### src/include/tmr_defines.svh
// Purpose: Register indices, field masks and reset values of the timers
// Assumes: Byte address of a register is four times its index
// Notes:   Definitions only
`ifndef TMR_DEFINES_SVH
`define TMR_DEFINES_SVH

`define TMR_IDX_CTR0_HIGH   6'h0c
`define TMR_IDX_CTR0_LOW    6'h0d
`define TMR_IDX_CTR0_CTRL   6'h0e
`define TMR_IDX_CTR1_HIGH   6'h0f
`define TMR_IDX_CTR1_LOW    6'h10
`define TMR_IDX_CTR1_CTRL   6'h11
`define TMR_IDX_CTR2_VALUE  6'h2c
`define TMR_IDX_CTR2_CTRL   6'h2e
`define TMR_IDX_IRQ_STATUS  6'h30
`define TMR_IDX_IRQ_MASK    6'h31

`define TMR_CTRL02_MASK     8'hdf
`define TMR_CTRL1_MASK      8'hf8
`define TMR_CTRL_RESET      8'h00
`define TMR_MAX_WIDE        16'hffff
`define TMR_MAX_NARROW      16'h00ff
`define TMR_DIV4_LAST       2'h3
`define TMR_RESP_OKAY       2'h0
`define TMR_RESP_SLVERR     2'h2

`endif

### src/include/tmr_pkg.sv
// Purpose: Types shared by the timer/event counter block
// Assumes: Constants live in tmr_defines.svh
// Notes:   Control byte layout is bit 7 down to bit 0
package tmr_pkg;

	typedef enum logic [1:0] {
		MODE_UNUSED = 2'b00,
		MODE_EVENT  = 2'b01,
		MODE_TIMER  = 2'b10,
		MODE_PULSE  = 2'b11
	} ctr_mode_e;

	typedef struct packed {
		ctr_mode_e  mode;
		logic       src_sel;
		logic       run;
		logic       edge_sel;
		logic [2:0] prescale;
	} ctr_ctrl_s;

	typedef enum logic {
		PW_ARMED   = 1'b0,
		PW_MEASURE = 1'b1
	} pulse_state_e;

	typedef struct packed {
		logic [7:0] addr;
		logic [7:0] data;
		logic       lane0;
	} reg_wr_s;

endpackage : tmr_pkg

### src/hw/timer_event_counter_control.sv
// Purpose: Three timer/event counters with AXI4-Lite register access
// Assumes: Event and oscillator inputs are asynchronous to clock
// Notes:   Unused control bits are neither stored nor returned
// Operation
// RULE1: Counter 0 internal clock is system clock over two to the select.
// RULE2: Counter 2 uses the same power-of-two prescaler from its low bits.
// RULE3: Event mode counts falling edges when edge bit is 1, else rising.
// RULE4: Pulse mode edge bit 1 measures high level, 0 measures low level.
// RULE5: Top control bits pick mode: 01 event, 10 timer, 11 pulse.
// RULE6: A counter counts only while its run bit 4 is set.
// RULE7: Unused control bits read back as zero.
// RULE8: Counter 1 internal source is clock/4 or the 32768Hz oscillator.
// RULE9: Counters overflow at all ones, reload preload and raise a flag.
// RULE10: Pulse mode clears run after one measurement and keeps the result.
// RULE11: Wide low byte write goes to a buffer; high write commits both.
// RULE12: Preload write also loads a stopped counter; running waits reload.
// RULE13: Counter 1 mode bits sit at positions 6 and 7.
// RULE14: Mode 00 never counts, even with run set.
//
// Implementation choice: the AXI4-Lite slave port.
`timescale 1ns/100ps
`include "tmr_defines.svh"

module timer_event_counter_control (
	// Clock and reset
	input  wire logic        clock,
	input  wire logic        rst_n,
	// AXI4-Lite write address
	input  wire logic        s_axi_awvalid,
	output logic             s_axi_awready,
	input  wire logic [7:0]  s_axi_awaddr,
	input  wire logic [2:0]  s_axi_awprot,
	// AXI4-Lite write data
	input  wire logic        s_axi_wvalid,
	output logic             s_axi_wready,
	input  wire logic [31:0] s_axi_wdata,
	input  wire logic [3:0]  s_axi_wstrb,
	// AXI4-Lite write response
	output logic             s_axi_bvalid,
	input  wire logic        s_axi_bready,
	output logic [1:0]       s_axi_bresp,
	// AXI4-Lite read address
	input  wire logic        s_axi_arvalid,
	output logic             s_axi_arready,
	input  wire logic [7:0]  s_axi_araddr,
	input  wire logic [2:0]  s_axi_arprot,
	// AXI4-Lite read data
	output logic             s_axi_rvalid,
	input  wire logic        s_axi_rready,
	output logic [31:0]      s_axi_rdata,
	output logic [1:0]       s_axi_rresp,
	// Pins
	input  wire logic        ctr0_event_input,
	input  wire logic        ctr1_event_input,
	input  wire logic        ctr2_event_input,
	input  wire logic        rtc_osc,
	// Interrupt
	output logic             irq
);

	localparam int NCH = 3;

	// Write and read path holding registers
	logic                aw_hold_q;
	logic [7:0]          awaddr_q;
	logic                w_hold_q;
	logic [7:0]          wdata_q;
	logic                wlane_q;
	logic                bvalid_q;
	logic [1:0]          bresp_q;
	logic                rvalid_q;
	logic [31:0]         rdata_q;
	logic [1:0]          rresp_q;
	tmr_pkg::reg_wr_s    wr;
	logic                do_wr;
	logic                wr_hit;
	logic                rd_take;
	logic [5:0]          rd_idx;
	logic                rd_hit;
	logic [7:0]          rd_byte;

	// Register state
	tmr_pkg::ctr_ctrl_s  ctl_q [NCH];
	logic [15:0]         cnt_q [NCH];
	logic [15:0]         pre_q [NCH];
	logic [7:0]          low_buf_q [2];
	logic [2:0]          irq_st_q;
	logic [2:0]          irq_mask_q;
	logic [NCH-1:0]      wr_ctl;
	logic [NCH-1:0]      wr_pre;
	logic [NCH-1:0]      rd_high;
	logic [1:0]          wr_low;
	logic                wr_st;
	logic                wr_mask;
	logic [15:0]         pre_new [NCH];
	logic [NCH-1:0]      ovf;
	logic [NCH-1:0]      pw_stop;

	// Pin synchronisers: three event inputs and the oscillator
	logic [2:0]          sync_q [4];
	logic [3:0]          lvl_q;
	logic [3:0]          lvl_prev_q;
	logic [3:0]          rise;
	logic [3:0]          fall;

	// Internal clock sources
	logic [6:0]          psc_q;
	logic [1:0]          div4_q;

	assign s_axi_awready = !aw_hold_q;
	assign s_axi_wready  = !w_hold_q;
	assign s_axi_bvalid  = bvalid_q;
	assign s_axi_bresp   = bresp_q;
	assign s_axi_arready = !rvalid_q;
	assign s_axi_rvalid  = rvalid_q;
	assign s_axi_rdata   = rdata_q;
	assign s_axi_rresp   = rresp_q;

	assign wr      = '{addr: awaddr_q, data: wdata_q, lane0: wlane_q};
	assign do_wr   = aw_hold_q && w_hold_q && !bvalid_q;
	assign rd_take = s_axi_arvalid && !rvalid_q;
	assign rd_idx  = s_axi_araddr[7:2];

	// Address and data are taken in either order, then the write happens
	always_ff @(posedge clock or negedge rst_n) begin
		if (!rst_n) begin
			aw_hold_q <= 1'b0;
			awaddr_q  <= 8'h00;
		end else if (s_axi_awvalid && !aw_hold_q) begin
			aw_hold_q <= 1'b1;
			awaddr_q  <= s_axi_awaddr;
		end else if (do_wr) begin
			aw_hold_q <= 1'b0;
		end
	end

	always_ff @(posedge clock or negedge rst_n) begin
		if (!rst_n) begin
			w_hold_q <= 1'b0;
			wdata_q  <= 8'h00;
			wlane_q  <= 1'b0;
		end else if (s_axi_wvalid && !w_hold_q) begin
			w_hold_q <= 1'b1;
			wdata_q  <= s_axi_wdata[7:0];
			wlane_q  <= s_axi_wstrb[0];
		end else if (do_wr) begin
			w_hold_q <= 1'b0;
		end
	end

	always_ff @(posedge clock or negedge rst_n) begin
		if (!rst_n) begin
			bvalid_q <= 1'b0;
			bresp_q  <= `TMR_RESP_OKAY;
		end else if (do_wr) begin
			bvalid_q <= 1'b1;
			bresp_q  <= wr_hit ? `TMR_RESP_OKAY : `TMR_RESP_SLVERR;
		end else if (s_axi_bready) begin
			bvalid_q <= 1'b0;
		end
	end

	// Write decode; only byte lane 0 carries register data
	always_comb begin
		wr_ctl  = '0;
		wr_pre  = '0;
		wr_low  = '0;
		wr_st   = 1'b0;
		wr_mask = 1'b0;
		wr_hit  = 1'b1;
		if (wr.addr[1:0] != 2'h0) begin
			wr_hit = 1'b0;
		end else if (wr.addr[7:2] == `TMR_IDX_CTR0_HIGH) begin
			wr_pre[0] = do_wr && wr.lane0;
		end else if (wr.addr[7:2] == `TMR_IDX_CTR0_LOW) begin
			wr_low[0] = do_wr && wr.lane0;
		end else if (wr.addr[7:2] == `TMR_IDX_CTR0_CTRL) begin
			wr_ctl[0] = do_wr && wr.lane0;
		end else if (wr.addr[7:2] == `TMR_IDX_CTR1_HIGH) begin
			wr_pre[1] = do_wr && wr.lane0;
		end else if (wr.addr[7:2] == `TMR_IDX_CTR1_LOW) begin
			wr_low[1] = do_wr && wr.lane0;
		end else if (wr.addr[7:2] == `TMR_IDX_CTR1_CTRL) begin
			wr_ctl[1] = do_wr && wr.lane0;
		end else if (wr.addr[7:2] == `TMR_IDX_CTR2_VALUE) begin
			wr_pre[2] = do_wr && wr.lane0;
		end else if (wr.addr[7:2] == `TMR_IDX_CTR2_CTRL) begin
			wr_ctl[2] = do_wr && wr.lane0;
		end else if (wr.addr[7:2] == `TMR_IDX_IRQ_STATUS) begin
			wr_st = do_wr && wr.lane0;
		end else if (wr.addr[7:2] == `TMR_IDX_IRQ_MASK) begin
			wr_mask = do_wr && wr.lane0;
		end else begin
			wr_hit = 1'b0;
		end
	end

	// Wide counters commit the buffered low byte with the high byte
	assign pre_new[0] = {wr.data, low_buf_q[0]}; // [RULE11]
	assign pre_new[1] = {wr.data, low_buf_q[1]}; // [RULE11]
	assign pre_new[2] = {8'h00, wr.data};

	// Read decode; reading a high byte snapshots the low byte
	always_comb begin
		rd_byte = 8'h00;
		rd_hit  = 1'b1;
		rd_high = '0;
		if (s_axi_araddr[1:0] != 2'h0) begin
			rd_hit = 1'b0;
		end else if (rd_idx == `TMR_IDX_CTR0_HIGH) begin
			rd_byte    = cnt_q[0][15:8];
			rd_high[0] = rd_take;
		end else if (rd_idx == `TMR_IDX_CTR0_LOW) begin
			rd_byte = low_buf_q[0];
		end else if (rd_idx == `TMR_IDX_CTR0_CTRL) begin
			rd_byte = ctl_q[0] & `TMR_CTRL02_MASK; // [RULE7]
		end else if (rd_idx == `TMR_IDX_CTR1_HIGH) begin
			rd_byte    = cnt_q[1][15:8];
			rd_high[1] = rd_take;
		end else if (rd_idx == `TMR_IDX_CTR1_LOW) begin
			rd_byte = low_buf_q[1];
		end else if (rd_idx == `TMR_IDX_CTR1_CTRL) begin
			rd_byte = ctl_q[1] & `TMR_CTRL1_MASK; // [RULE7]
		end else if (rd_idx == `TMR_IDX_CTR2_VALUE) begin
			rd_byte = cnt_q[2][7:0];
		end else if (rd_idx == `TMR_IDX_CTR2_CTRL) begin
			rd_byte = ctl_q[2] & `TMR_CTRL02_MASK; // [RULE7]
		end else if (rd_idx == `TMR_IDX_IRQ_STATUS) begin
			rd_byte = {5'h00, irq_st_q};
		end else if (rd_idx == `TMR_IDX_IRQ_MASK) begin
			rd_byte = {5'h00, irq_mask_q};
		end else begin
			rd_hit = 1'b0;
		end
	end

	always_ff @(posedge clock or negedge rst_n) begin
		if (!rst_n) begin
			rvalid_q <= 1'b0;
			rdata_q  <= 32'h0000_0000;
			rresp_q  <= `TMR_RESP_OKAY;
		end else if (rd_take) begin
			rvalid_q <= 1'b1;
			rdata_q  <= {24'h00_0000, rd_byte};
			rresp_q  <= rd_hit ? `TMR_RESP_OKAY : `TMR_RESP_SLVERR;
		end else if (s_axi_rready) begin
			rvalid_q <= 1'b0;
		end
	end

	// Low byte buffer shared by low writes and high-byte reads
	always_ff @(posedge clock or negedge rst_n) begin
		if (!rst_n) begin
			low_buf_q[0] <= 8'h00;
			low_buf_q[1] <= 8'h00;
		end else begin
			for (int k = 0; k < 2; k++) begin
				if (wr_low[k]) begin
					low_buf_q[k] <= wr.data; // [RULE11]
				end else if (rd_high[k]) begin
					low_buf_q[k] <= cnt_q[k][7:0];
				end
			end
		end
	end

	// Sticky flags: an overflow in the clearing cycle wins over the clear
	always_ff @(posedge clock or negedge rst_n) begin
		if (!rst_n) begin
			irq_st_q <= 3'h0;
		end else begin
			irq_st_q <= (irq_st_q & ~(wr_st ? wr.data[2:0] : 3'h0)) | ovf;
		end
	end

	always_ff @(posedge clock or negedge rst_n) begin
		if (!rst_n) begin
			irq_mask_q <= 3'h0;
		end else if (wr_mask) begin
			irq_mask_q <= wr.data[2:0];
		end
	end

	assign irq = |(irq_st_q & irq_mask_q);

	// Three flops per pin; a level counts once stages two and three agree
	for (genvar j = 0; j < 4; j++) begin : g_sync
		logic pin;
		assign pin = (j == 0) ? ctr0_event_input :
		             (j == 1) ? ctr1_event_input :
		             (j == 2) ? ctr2_event_input : rtc_osc;
		always_ff @(posedge clock or negedge rst_n) begin
			if (!rst_n) begin
				sync_q[j]     <= 3'h0;
				lvl_q[j]      <= 1'b0;
				lvl_prev_q[j] <= 1'b0;
			end else begin
				sync_q[j]     <= {sync_q[j][1:0], pin};
				lvl_prev_q[j] <= lvl_q[j];
				if (sync_q[j][1] == sync_q[j][2]) begin
					lvl_q[j] <= sync_q[j][2];
				end
			end
		end
		assign rise[j] = lvl_q[j] && !lvl_prev_q[j];
		assign fall[j] = !lvl_q[j] && lvl_prev_q[j];
	end

	// Free-running prescaler and divide-by-four source
	always_ff @(posedge clock or negedge rst_n) begin
		if (!rst_n) begin
			psc_q  <= 7'h00;
			div4_q <= 2'h0;
		end else begin
			psc_q  <= psc_q + 7'h01;
			div4_q <= div4_q + 2'h1;
		end
	end

	// Per-counter engine
	for (genvar i = 0; i < NCH; i++) begin : g_ch
		localparam logic [15:0] MAX =
			(i == 2) ? `TMR_MAX_NARROW : `TMR_MAX_WIDE;
		tmr_pkg::ctr_ctrl_s     ctl;
		tmr_pkg::pulse_state_e  pw_q;
		logic [7:0]             msk;
		logic                   tick;
		logic                   ev_edge;
		logic                   start_edge;
		logic                   stop_edge;
		logic                   inc;

		assign ctl = ctl_q[i];
		// A tick every 2^select cycles; select 0 ticks every cycle
		assign msk = (8'h01 << ctl.prescale) - 8'h01;
		if (i == 1) begin : g_src
			assign tick = ctl.src_sel ? rise[3] : // [RULE8]
			              (div4_q == `TMR_DIV4_LAST); // [RULE8]
		end else begin : g_psc
			assign tick = ((psc_q & msk[6:0]) == msk[6:0]); // [RULE1] [RULE2]
		end

		assign ev_edge    = ctl.edge_sel ? fall[i] : rise[i]; // [RULE3]
		assign start_edge = ctl.edge_sel ? rise[i] : fall[i]; // [RULE4]
		assign stop_edge  = ctl.edge_sel ? fall[i] : rise[i]; // [RULE4]

		always_comb begin
			case (ctl.mode) // [RULE5] [RULE13]
				tmr_pkg::MODE_EVENT: inc = ctl.run && ev_edge; // [RULE6]
				tmr_pkg::MODE_TIMER: inc = ctl.run && tick; // [RULE6]
				tmr_pkg::MODE_PULSE:
					inc = ctl.run && tick && (pw_q == tmr_pkg::PW_MEASURE);
				default: inc = 1'b0; // [RULE14]
			endcase
		end

		assign ovf[i]     = inc && (cnt_q[i] == MAX); // [RULE9]
		assign pw_stop[i] = ctl.run && (ctl.mode == tmr_pkg::MODE_PULSE) &&
		                    (pw_q == tmr_pkg::PW_MEASURE) && stop_edge;

		// Waits armed for the start edge, single shot until run is set again
		always_ff @(posedge clock or negedge rst_n) begin
			if (!rst_n) begin
				pw_q <= tmr_pkg::PW_ARMED;
			end else if (!ctl.run || ctl.mode != tmr_pkg::MODE_PULSE) begin
				pw_q <= tmr_pkg::PW_ARMED;
			end else begin
				case (pw_q)
					tmr_pkg::PW_ARMED: begin
						if (start_edge) begin
							pw_q <= tmr_pkg::PW_MEASURE; // [RULE4]
						end
					end
					default: begin
						if (stop_edge) begin
							pw_q <= tmr_pkg::PW_ARMED;
						end
					end
				endcase
			end
		end

		// A software write in the same cycle wins over the auto-clear
		always_ff @(posedge clock or negedge rst_n) begin
			if (!rst_n) begin
				ctl_q[i] <= `TMR_CTRL_RESET;
			end else if (wr_ctl[i]) begin
				ctl_q[i] <= wr.data &
					((i == 1) ? `TMR_CTRL1_MASK : `TMR_CTRL02_MASK); // [RULE7]
			end else if (pw_stop[i]) begin
				ctl_q[i].run <= 1'b0; // [RULE10]
			end
		end

		always_ff @(posedge clock or negedge rst_n) begin
			if (!rst_n) begin
				pre_q[i] <= 16'h0000;
			end else if (wr_pre[i]) begin
				pre_q[i] <= pre_new[i]; // [RULE11]
			end
		end

		always_ff @(posedge clock or negedge rst_n) begin
			if (!rst_n) begin
				cnt_q[i] <= 16'h0000;
			end else if (wr_pre[i] && !ctl.run) begin
				cnt_q[i] <= pre_new[i]; // [RULE12]
			end else if (ovf[i]) begin
				cnt_q[i] <= pre_q[i]; // [RULE9] [RULE12]
			end else if (inc) begin
				cnt_q[i] <= cnt_q[i] + 16'h0001; // [RULE9]
			end
		end
	end

endmodule : timer_event_counter_control

### config.mk
export PLATFORM = sky130hd
export DESIGN_NAME = timer_event_counter_control
export DESIGN_NICKNAME = d
export VERILOG_FILES = /design/src/include/tmr_pkg.sv /design/src/hw/timer_event_counter_control.sv
export VERILOG_INCLUDE_DIRS = /design/src /design/src/include
export SDC_FILE = /design/constraint.sdc
export NUM_CORES = 1
export LEC_CHECK = 0
export BUFFER_PORTS_ARGS = -buffer_cell sky130_fd_sc_hd__buf_2
export CELL_PAD_IN_SITES_DETAIL_PLACEMENT = 1
export CELL_PAD_IN_SITES_GLOBAL_PLACEMENT = 1
export CORE_AREA = 2 2 130 196
export DETAILED_ROUTE_END_ITERATION = 8
export DIE_AREA = 0 0 132 198
export PLACE_DENSITY = 0.74
export SLEW_MARGIN = 20
export SYNTH_ARGS = -nofsm -noshare
export SYNTH_HDL_FRONTEND = slang
export SYNTH_SLANG_ARGS = --single-unit
### constraint.sdc
create_clock -name clock -period 2.05 [get_ports clock]
set_input_delay 0.1025 -clock clock [delete_from_list [all_inputs] [get_ports clock]]
set_output_delay 0.1025 -clock clock [all_outputs]
set_load 0.1 [all_outputs]
=== After elaboration in Yosys (flattened, before gate mapping) ===
Index checks and enable logic that the tools add are counted.

* Output and inout bits: 42
* Word-level logic and storage cells: 314
* Bits of input ports: 69
* Register bits after elaboration: 194

* Reductions and logical operators: 69
* Bitwise logic cells: 6
* Multiplexer cells: 139
* $add $sub $neg: 7
* Equality and inequality tests: 42
* Shift-type cells: 2

{| class="wikitable"
|+ Operators by type and width
! kind !! count
|-
| 2-to-1 mux 16 bit || 9
|-
| 2-to-1 mux 8 bit || 13
|-
| 2-to-1 mux 1 bit || 96
|-
| adder 16 x 1 -> 16 bit, second input constant || 3
|-
| == test 6 x 4 -> 1 bit, second input constant || 8
|-
| == test 6 bit, second input constant || 8
|-
| logical AND 1 bit || 37
|-
| == test 16 bit, second input constant || 2
|-
| == test 6 x 5 -> 1 bit, second input constant || 4
|-
| 2-to-1 mux 2 bit || 11
|-
| nonzero test 2 bit || 11
|-
| 2-to-1 mux 3 bit || 7
|-
| == test 16 x 8 -> 1 bit, second input constant || 1
|-
| bitwise AND 7 bit || 2
|-
| == test 2 bit, second input constant || 7
|-
| == test 7 bit || 2
|-
| logical NOT 1 bit || 14
|-
| << shifter 1 x 3 -> 7 bit, first input constant || 2
|-
| subtractor 7 x 1 -> 7 bit, second input constant || 2
|-
| case mux 1 bit (3 select lines) || 3
|-
| nonzero test 3 bit || 3
|-
| adder 7 x 1 -> 7 bit, second input constant || 1
|-
| bitwise AND 3 bit || 2
|-
| == test 2 x 1 -> 1 bit, second input constant || 3
|-
| other kinds (7) || 14
|}

=== Depth between registers and ports, before layout ===
* Word-level depth: 17
* Gate-level depth with buffers: 8
* Depth with buffers taken out: 7

=== Worst setup path after synthesis ===
OpenSTA, ideal clock, no wires.

* Kind: register to register
* Start: register bvalid_q, in the netlist s_axi_bvalid
* End: register pre_q[44] in the netlist's numbering
* Setup slack: -270 ps
* Cell stages (with the launch flop): 7
* Setup time: 125 ps
* Period minus slack after synthesis: 2320 ps
* Required time: 1925 ps
* Data arrival time: 2195 ps
* Path through: dfrtp_1 -> and3b_1 -> nand3_1 -> nor4_2 -> buf_4 -> buf_4 -> mux2_2

* Cells in the longest elaborated chain, start to end: 5

{| class="wikitable"
|+ Ends and longest elaborated chain
! item !! RTL line !! text
|-
| start, declared || timer_event_counter_control.sv:69 || <nowiki>logic bvalid_q;</nowiki>
|-
| start signal, assigned || timer_event_counter_control.sv:153 || <nowiki>bvalid_q <= 1'b0;</nowiki>
|-
| start signal, assigned || timer_event_counter_control.sv:156 || <nowiki>bvalid_q <= 1'b1;</nowiki>
|-
| start signal, assigned || timer_event_counter_control.sv:159 || <nowiki>bvalid_q <= 1'b0;</nowiki>
|-
| logical NOT 1 bit || timer_event_counter_control.sv:120 || <nowiki>assign do_wr = aw_hold_q && w_hold_q && !bvalid_q;</nowiki>
|-
| logical AND 1 bit || timer_event_counter_control.sv:120 ||
|-
| logical AND 1 bit || timer_event_counter_control.sv:174 || <nowiki>wr_pre[0] = do_wr && wr.lane0;</nowiki>
|-
| 2-to-1 mux 1 bit || timer_event_counter_control.sv:173 || <nowiki>end else if (wr.addr[7:2] == `TMR_IDX_CTR0_HIGH) begin</nowiki>
|-
| 2-to-1 mux 3 bit || timer_event_counter_control.sv:171 || <nowiki>if (wr.addr[1:0] != 2'h0) begin</nowiki>
|-
| end signal, assigned by index || timer_event_counter_control.sv:399 || <nowiki>pre_q[i] <= pre_new[i];</nowiki>
|-
| end, declared || timer_event_counter_control.sv:85 || <nowiki>logic [15:0] pre_q [NCH];</nowiki>
|}

Every way passes these cells.
A chain may end at the register's enable or synchronous reset.

=== Worst setup path after layout ===
* Start: register ctl_q[11] in the netlist's numbering
* End: register cnt_q[31] in the netlist's numbering

* Cells in the longest elaborated chain, start to end: 6
* Elaborated cells on any way between the ends: 7
* Classes of those cells: 4 x mux; 3 x reduce/logical

{| class="wikitable"
|+ Ends and longest elaborated chain
! item !! RTL line !! text
|-
| start, declared || timer_event_counter_control.sv:83 || <nowiki>tmr_pkg::ctr_ctrl_s ctl_q [NCH];</nowiki>
|-
| start signal, assigned by index || timer_event_counter_control.sv:386 || <nowiki>ctl_q[i] <= `TMR_CTRL_RESET;</nowiki>
|-
| start signal, assigned by index || timer_event_counter_control.sv:388 || <nowiki>ctl_q[i] <= wr.data &</nowiki>
|-
| 2-to-1 mux 1 bit (*) || timer_event_counter_control.sv:343 || <nowiki>assign ev_edge = ctl.edge_sel ? fall[i] : rise[i];</nowiki>
|-
| logical AND 1 bit (*) || timer_event_counter_control.sv:349 || <nowiki>tmr_pkg::MODE_EVENT: inc = ctl.run && ev_edge;</nowiki>
|-
| case mux 1 bit (3 select lines) (*) || timer_event_counter_control.sv:348 || <nowiki>case (ctl.mode)</nowiki>
|-
| logical AND 1 bit || timer_event_counter_control.sv:357 || <nowiki>assign ovf[i] = inc && (cnt_q[i] == MAX);</nowiki>
|-
| 2-to-1 mux 16 bit || timer_event_counter_control.sv:408 || <nowiki>end else if (ovf[i]) begin</nowiki>
|-
| 2-to-1 mux 16 bit || timer_event_counter_control.sv:406 || <nowiki>end else if (wr_pre[i] && !ctl.run) begin</nowiki>
|-
| end signal, assigned by index || timer_event_counter_control.sv:407 || <nowiki>cnt_q[i] <= pre_new[i];</nowiki>
|-
| end signal, assigned by index || timer_event_counter_control.sv:409 || <nowiki>cnt_q[i] <= pre_q[i];</nowiki>
|-
| end signal, assigned by index || timer_event_counter_control.sv:411 || <nowiki>cnt_q[i] <= cnt_q[i] + 16'h0001;</nowiki>
|-
| end, declared || timer_event_counter_control.sv:84 || <nowiki>logic [15:0] cnt_q [NCH];</nowiki>
|}

Every way passes the cells marked *; elsewhere a longest branch is shown, timed or not.

==> out/metrics.csv <==
metric;value;unit
fin_crit_sh;0.9905;
final_area;12410;um2
grt_util_met1;0.2701;
root_buffer;clkbuf_16;
drt.antenna.violating_nets;0;
power_density;960.4;nW/um2
die_h;198;um
drt_wl_total;31.82;mm
slew_violations;0;
setup-violations-final;0;
synth-seq-cells;192;
ys_async_sr_fraction;1.000;
diodes;0;
post-dp-hpwl;22.52;mm
drc;0;
synth_area_leaders;dfrtp_1 (47%), mux2_2 (7.7%), nand2_1 (3.5%);
grt_max_degree;68;
busiest_layer;met2;
synth_common_cells;dfrtp_1 (192), nand2_1 (94), nor2_1 (87);
area_delta_synth_final;22.23;%
use_met3;0.03072;
hold_class;primary input to register;
io_pins;111;
cts_sinks;192;
clock_latency;460;ps
synth_flop_cell;dfrtp_1;
global_route.usage.met2;0.4645;
layout.nets;1242;
synth_top_area_share;0.4731;
period_needed;2031;ps
peakVddDrop;0.8703;mV
crit_path_start_kind;register;
path_max_fanout;8;
yosys_warnings;0;
postSynthAreaPerCell;10.03;um2
viasPerCell;5.731;
arrival;2370;ps
antenna_found_initial;0;
port_buffers;51;
synth_cell_types;89;
netlist_instances;1012;
hp-start;s_axi_araddr[0];
wl_per_cell;21.10;um
critPathLaunch;ctl_q[11];
max_cap_violations;0;
clock_skew;11.00;ps
start_util;0.4127;
final_hold_viol_count;0;
drt_iter0_drc;517;
place_area;11370;um2
grt_usage;0.2470;
syn-cell-area;10150;um2
rr_startpoint;ctl_q[11];
synth_top_area_cell;dfrtp_1;
cts_tree;built;
synth_seq_area_share;0.4731;
core;24610;um2
dieArea;26140;um2
path_class;register to register;
fmax;492.5;MHz
rows;71;
holdWs;130.6;ps
pre_cts_ws;68.82;ps
fin_ws;19.50;ps
rsz0062_at_grt;yes;
grt_pass1_vias;9277;
grt_pass1_wl;49.87;mm
htree_levels;4;
slew_headroom;0.4766;
leakagePower;0.005644;uW
clk_pin_slew;70;ps
drtPass1Iterations;5;
worstSetupEndpointType;register;
worst_ep_required_time;2390;ps
tightest_slew;785.1;ps
vias;8642;
drive_above_1_share;0.2720;
clk_path_buf_depth;2;
yosys.cell_count.top_type;dfrtp_1;
die_x;132;um
gp_congestion;0.8904;
overflow;0;
numCtsBuffers;17;
synth_edf_count;0;
status;complete, no violations;
## cell type report
cell class,instances,area [um2]
clock buffer,20,456.7
clock inverter,11,155.1
fill,2783,12200
inverter,30,112.6
multi-input combinational,741,5029
sequential,192,4817
tap,328,410.4
timing repair buffer,186,1431
## report_power, final
| part | total, uW | switching, uW | internal [uW] | leakage (uW) |
|---|---|---|---|---|
| Clock | 3500 | 1510 | 1990 | 0.000285 |
| Sequential | 5500 | 1050 | 4450 | 0.00247 |
| Combinational | 2920 | 1750 | 1170 | 0.00289 |
## worst paths after layout
kind	end	slack (ps)	cells past startpoint
setup / recovery	cnt_q[31]	20	6
hold / removal	s_axi_rdata[1]	130	5
setup reg to reg	cnt_q[31]	20	6
hold reg to reg	sync_q[10]	350	0
max in group asynchronous	pre_q[29]	1150	3
min in group asynchronous	cnt_q[9]	210	2
## metrics by stage
stage               TNS, ps  power, uW  cells    util
finish                    0      11920   1508  0.5044
global route         -354.1      12430   1508  0.5044
CTS                       0      11860   1500  0.4977
detailed placement        0       8307   1442  0.4619
global placement          0       8182   1442  0.4619
floorplan            -151.5       7051   1037       -
## flip-flops by register name (all words and copies together) (netlist names), 2 cells and up
signal	cells
awaddr_q	8
cnt_q	48
ctl_q	19
div4_q	2
g_ch.pw_q	3
irq_mask_q	3
irq_st_q	3
low_buf_q	16
lvl_prev_q	4
lvl_q	4
pre_q	40
psc_q	7
s_axi_rdata	8
sync_q	12
wdata_q	8
## layer usage
layer / vias up / wire length, um
met2: 212 / 17300
met1: 4432 / 12280
met3: 70 / 899
li1: 3928 / -
met5: - / 0
met4: 0 / 1339
## cells by family (layout without fill, tap and decap cells)
family                   Yosys count  count (layout)  synth area share
AND/OR/NAND/NOR                  338             338            0.1755
other                              1              26         0.0003693
multiplexers                     102             102            0.1090
flip-flops                       192             192            0.4731
AO/OA/AOI/OAI                    243             244            0.1619
buffers and inverters            105             247           0.05101
adder cells (fa/ha/maj)            9               9           0.01010
XOR/XNOR                          22              22           0.01897
## critical path, stage by stage, from the launching register on
cell and delay [ps]:
dfrtp_2 450, or3b_1 410, a21oi_1 260, o21ai_2 140, a21boi_4 210, buf_4 160
a221o_1 280
## repair_timing
item                                   in CTS  in global routing
endpoints found under the hold margin      87                  0
hold buffers                               27                  0
buffers inserted                            0                  7
gates resized for setup                     0                 32
setup endpoints to repair                   0                 37
## cells in the final DEF, fill, tap and decap left out, types with 6 or more instances in the layout
master and instances:
o21ai_0 50, a31oi_1 7, nand2b_1 9, conb_1 26, dlygate4sd3_1 27, buf_4 99, inv_1 30, nor3_1 14
nand2_1 93, dfrtp_1 184, nor2_1 84, a221o_1 18, xnor2_1 17, buf_2 50, o211ai_1 11, nor2b_1 12
a21oi_1 66, buf_12 6, mux2i_1 33, clkbuf_16 17, and3_1 14, dfrtp_2 7, o22ai_1 12, a211oi_1 16
a22oi_1 11, mux2_2 69, nand3_1 37
Note: power is estimated with default switching activity, not from simulation.
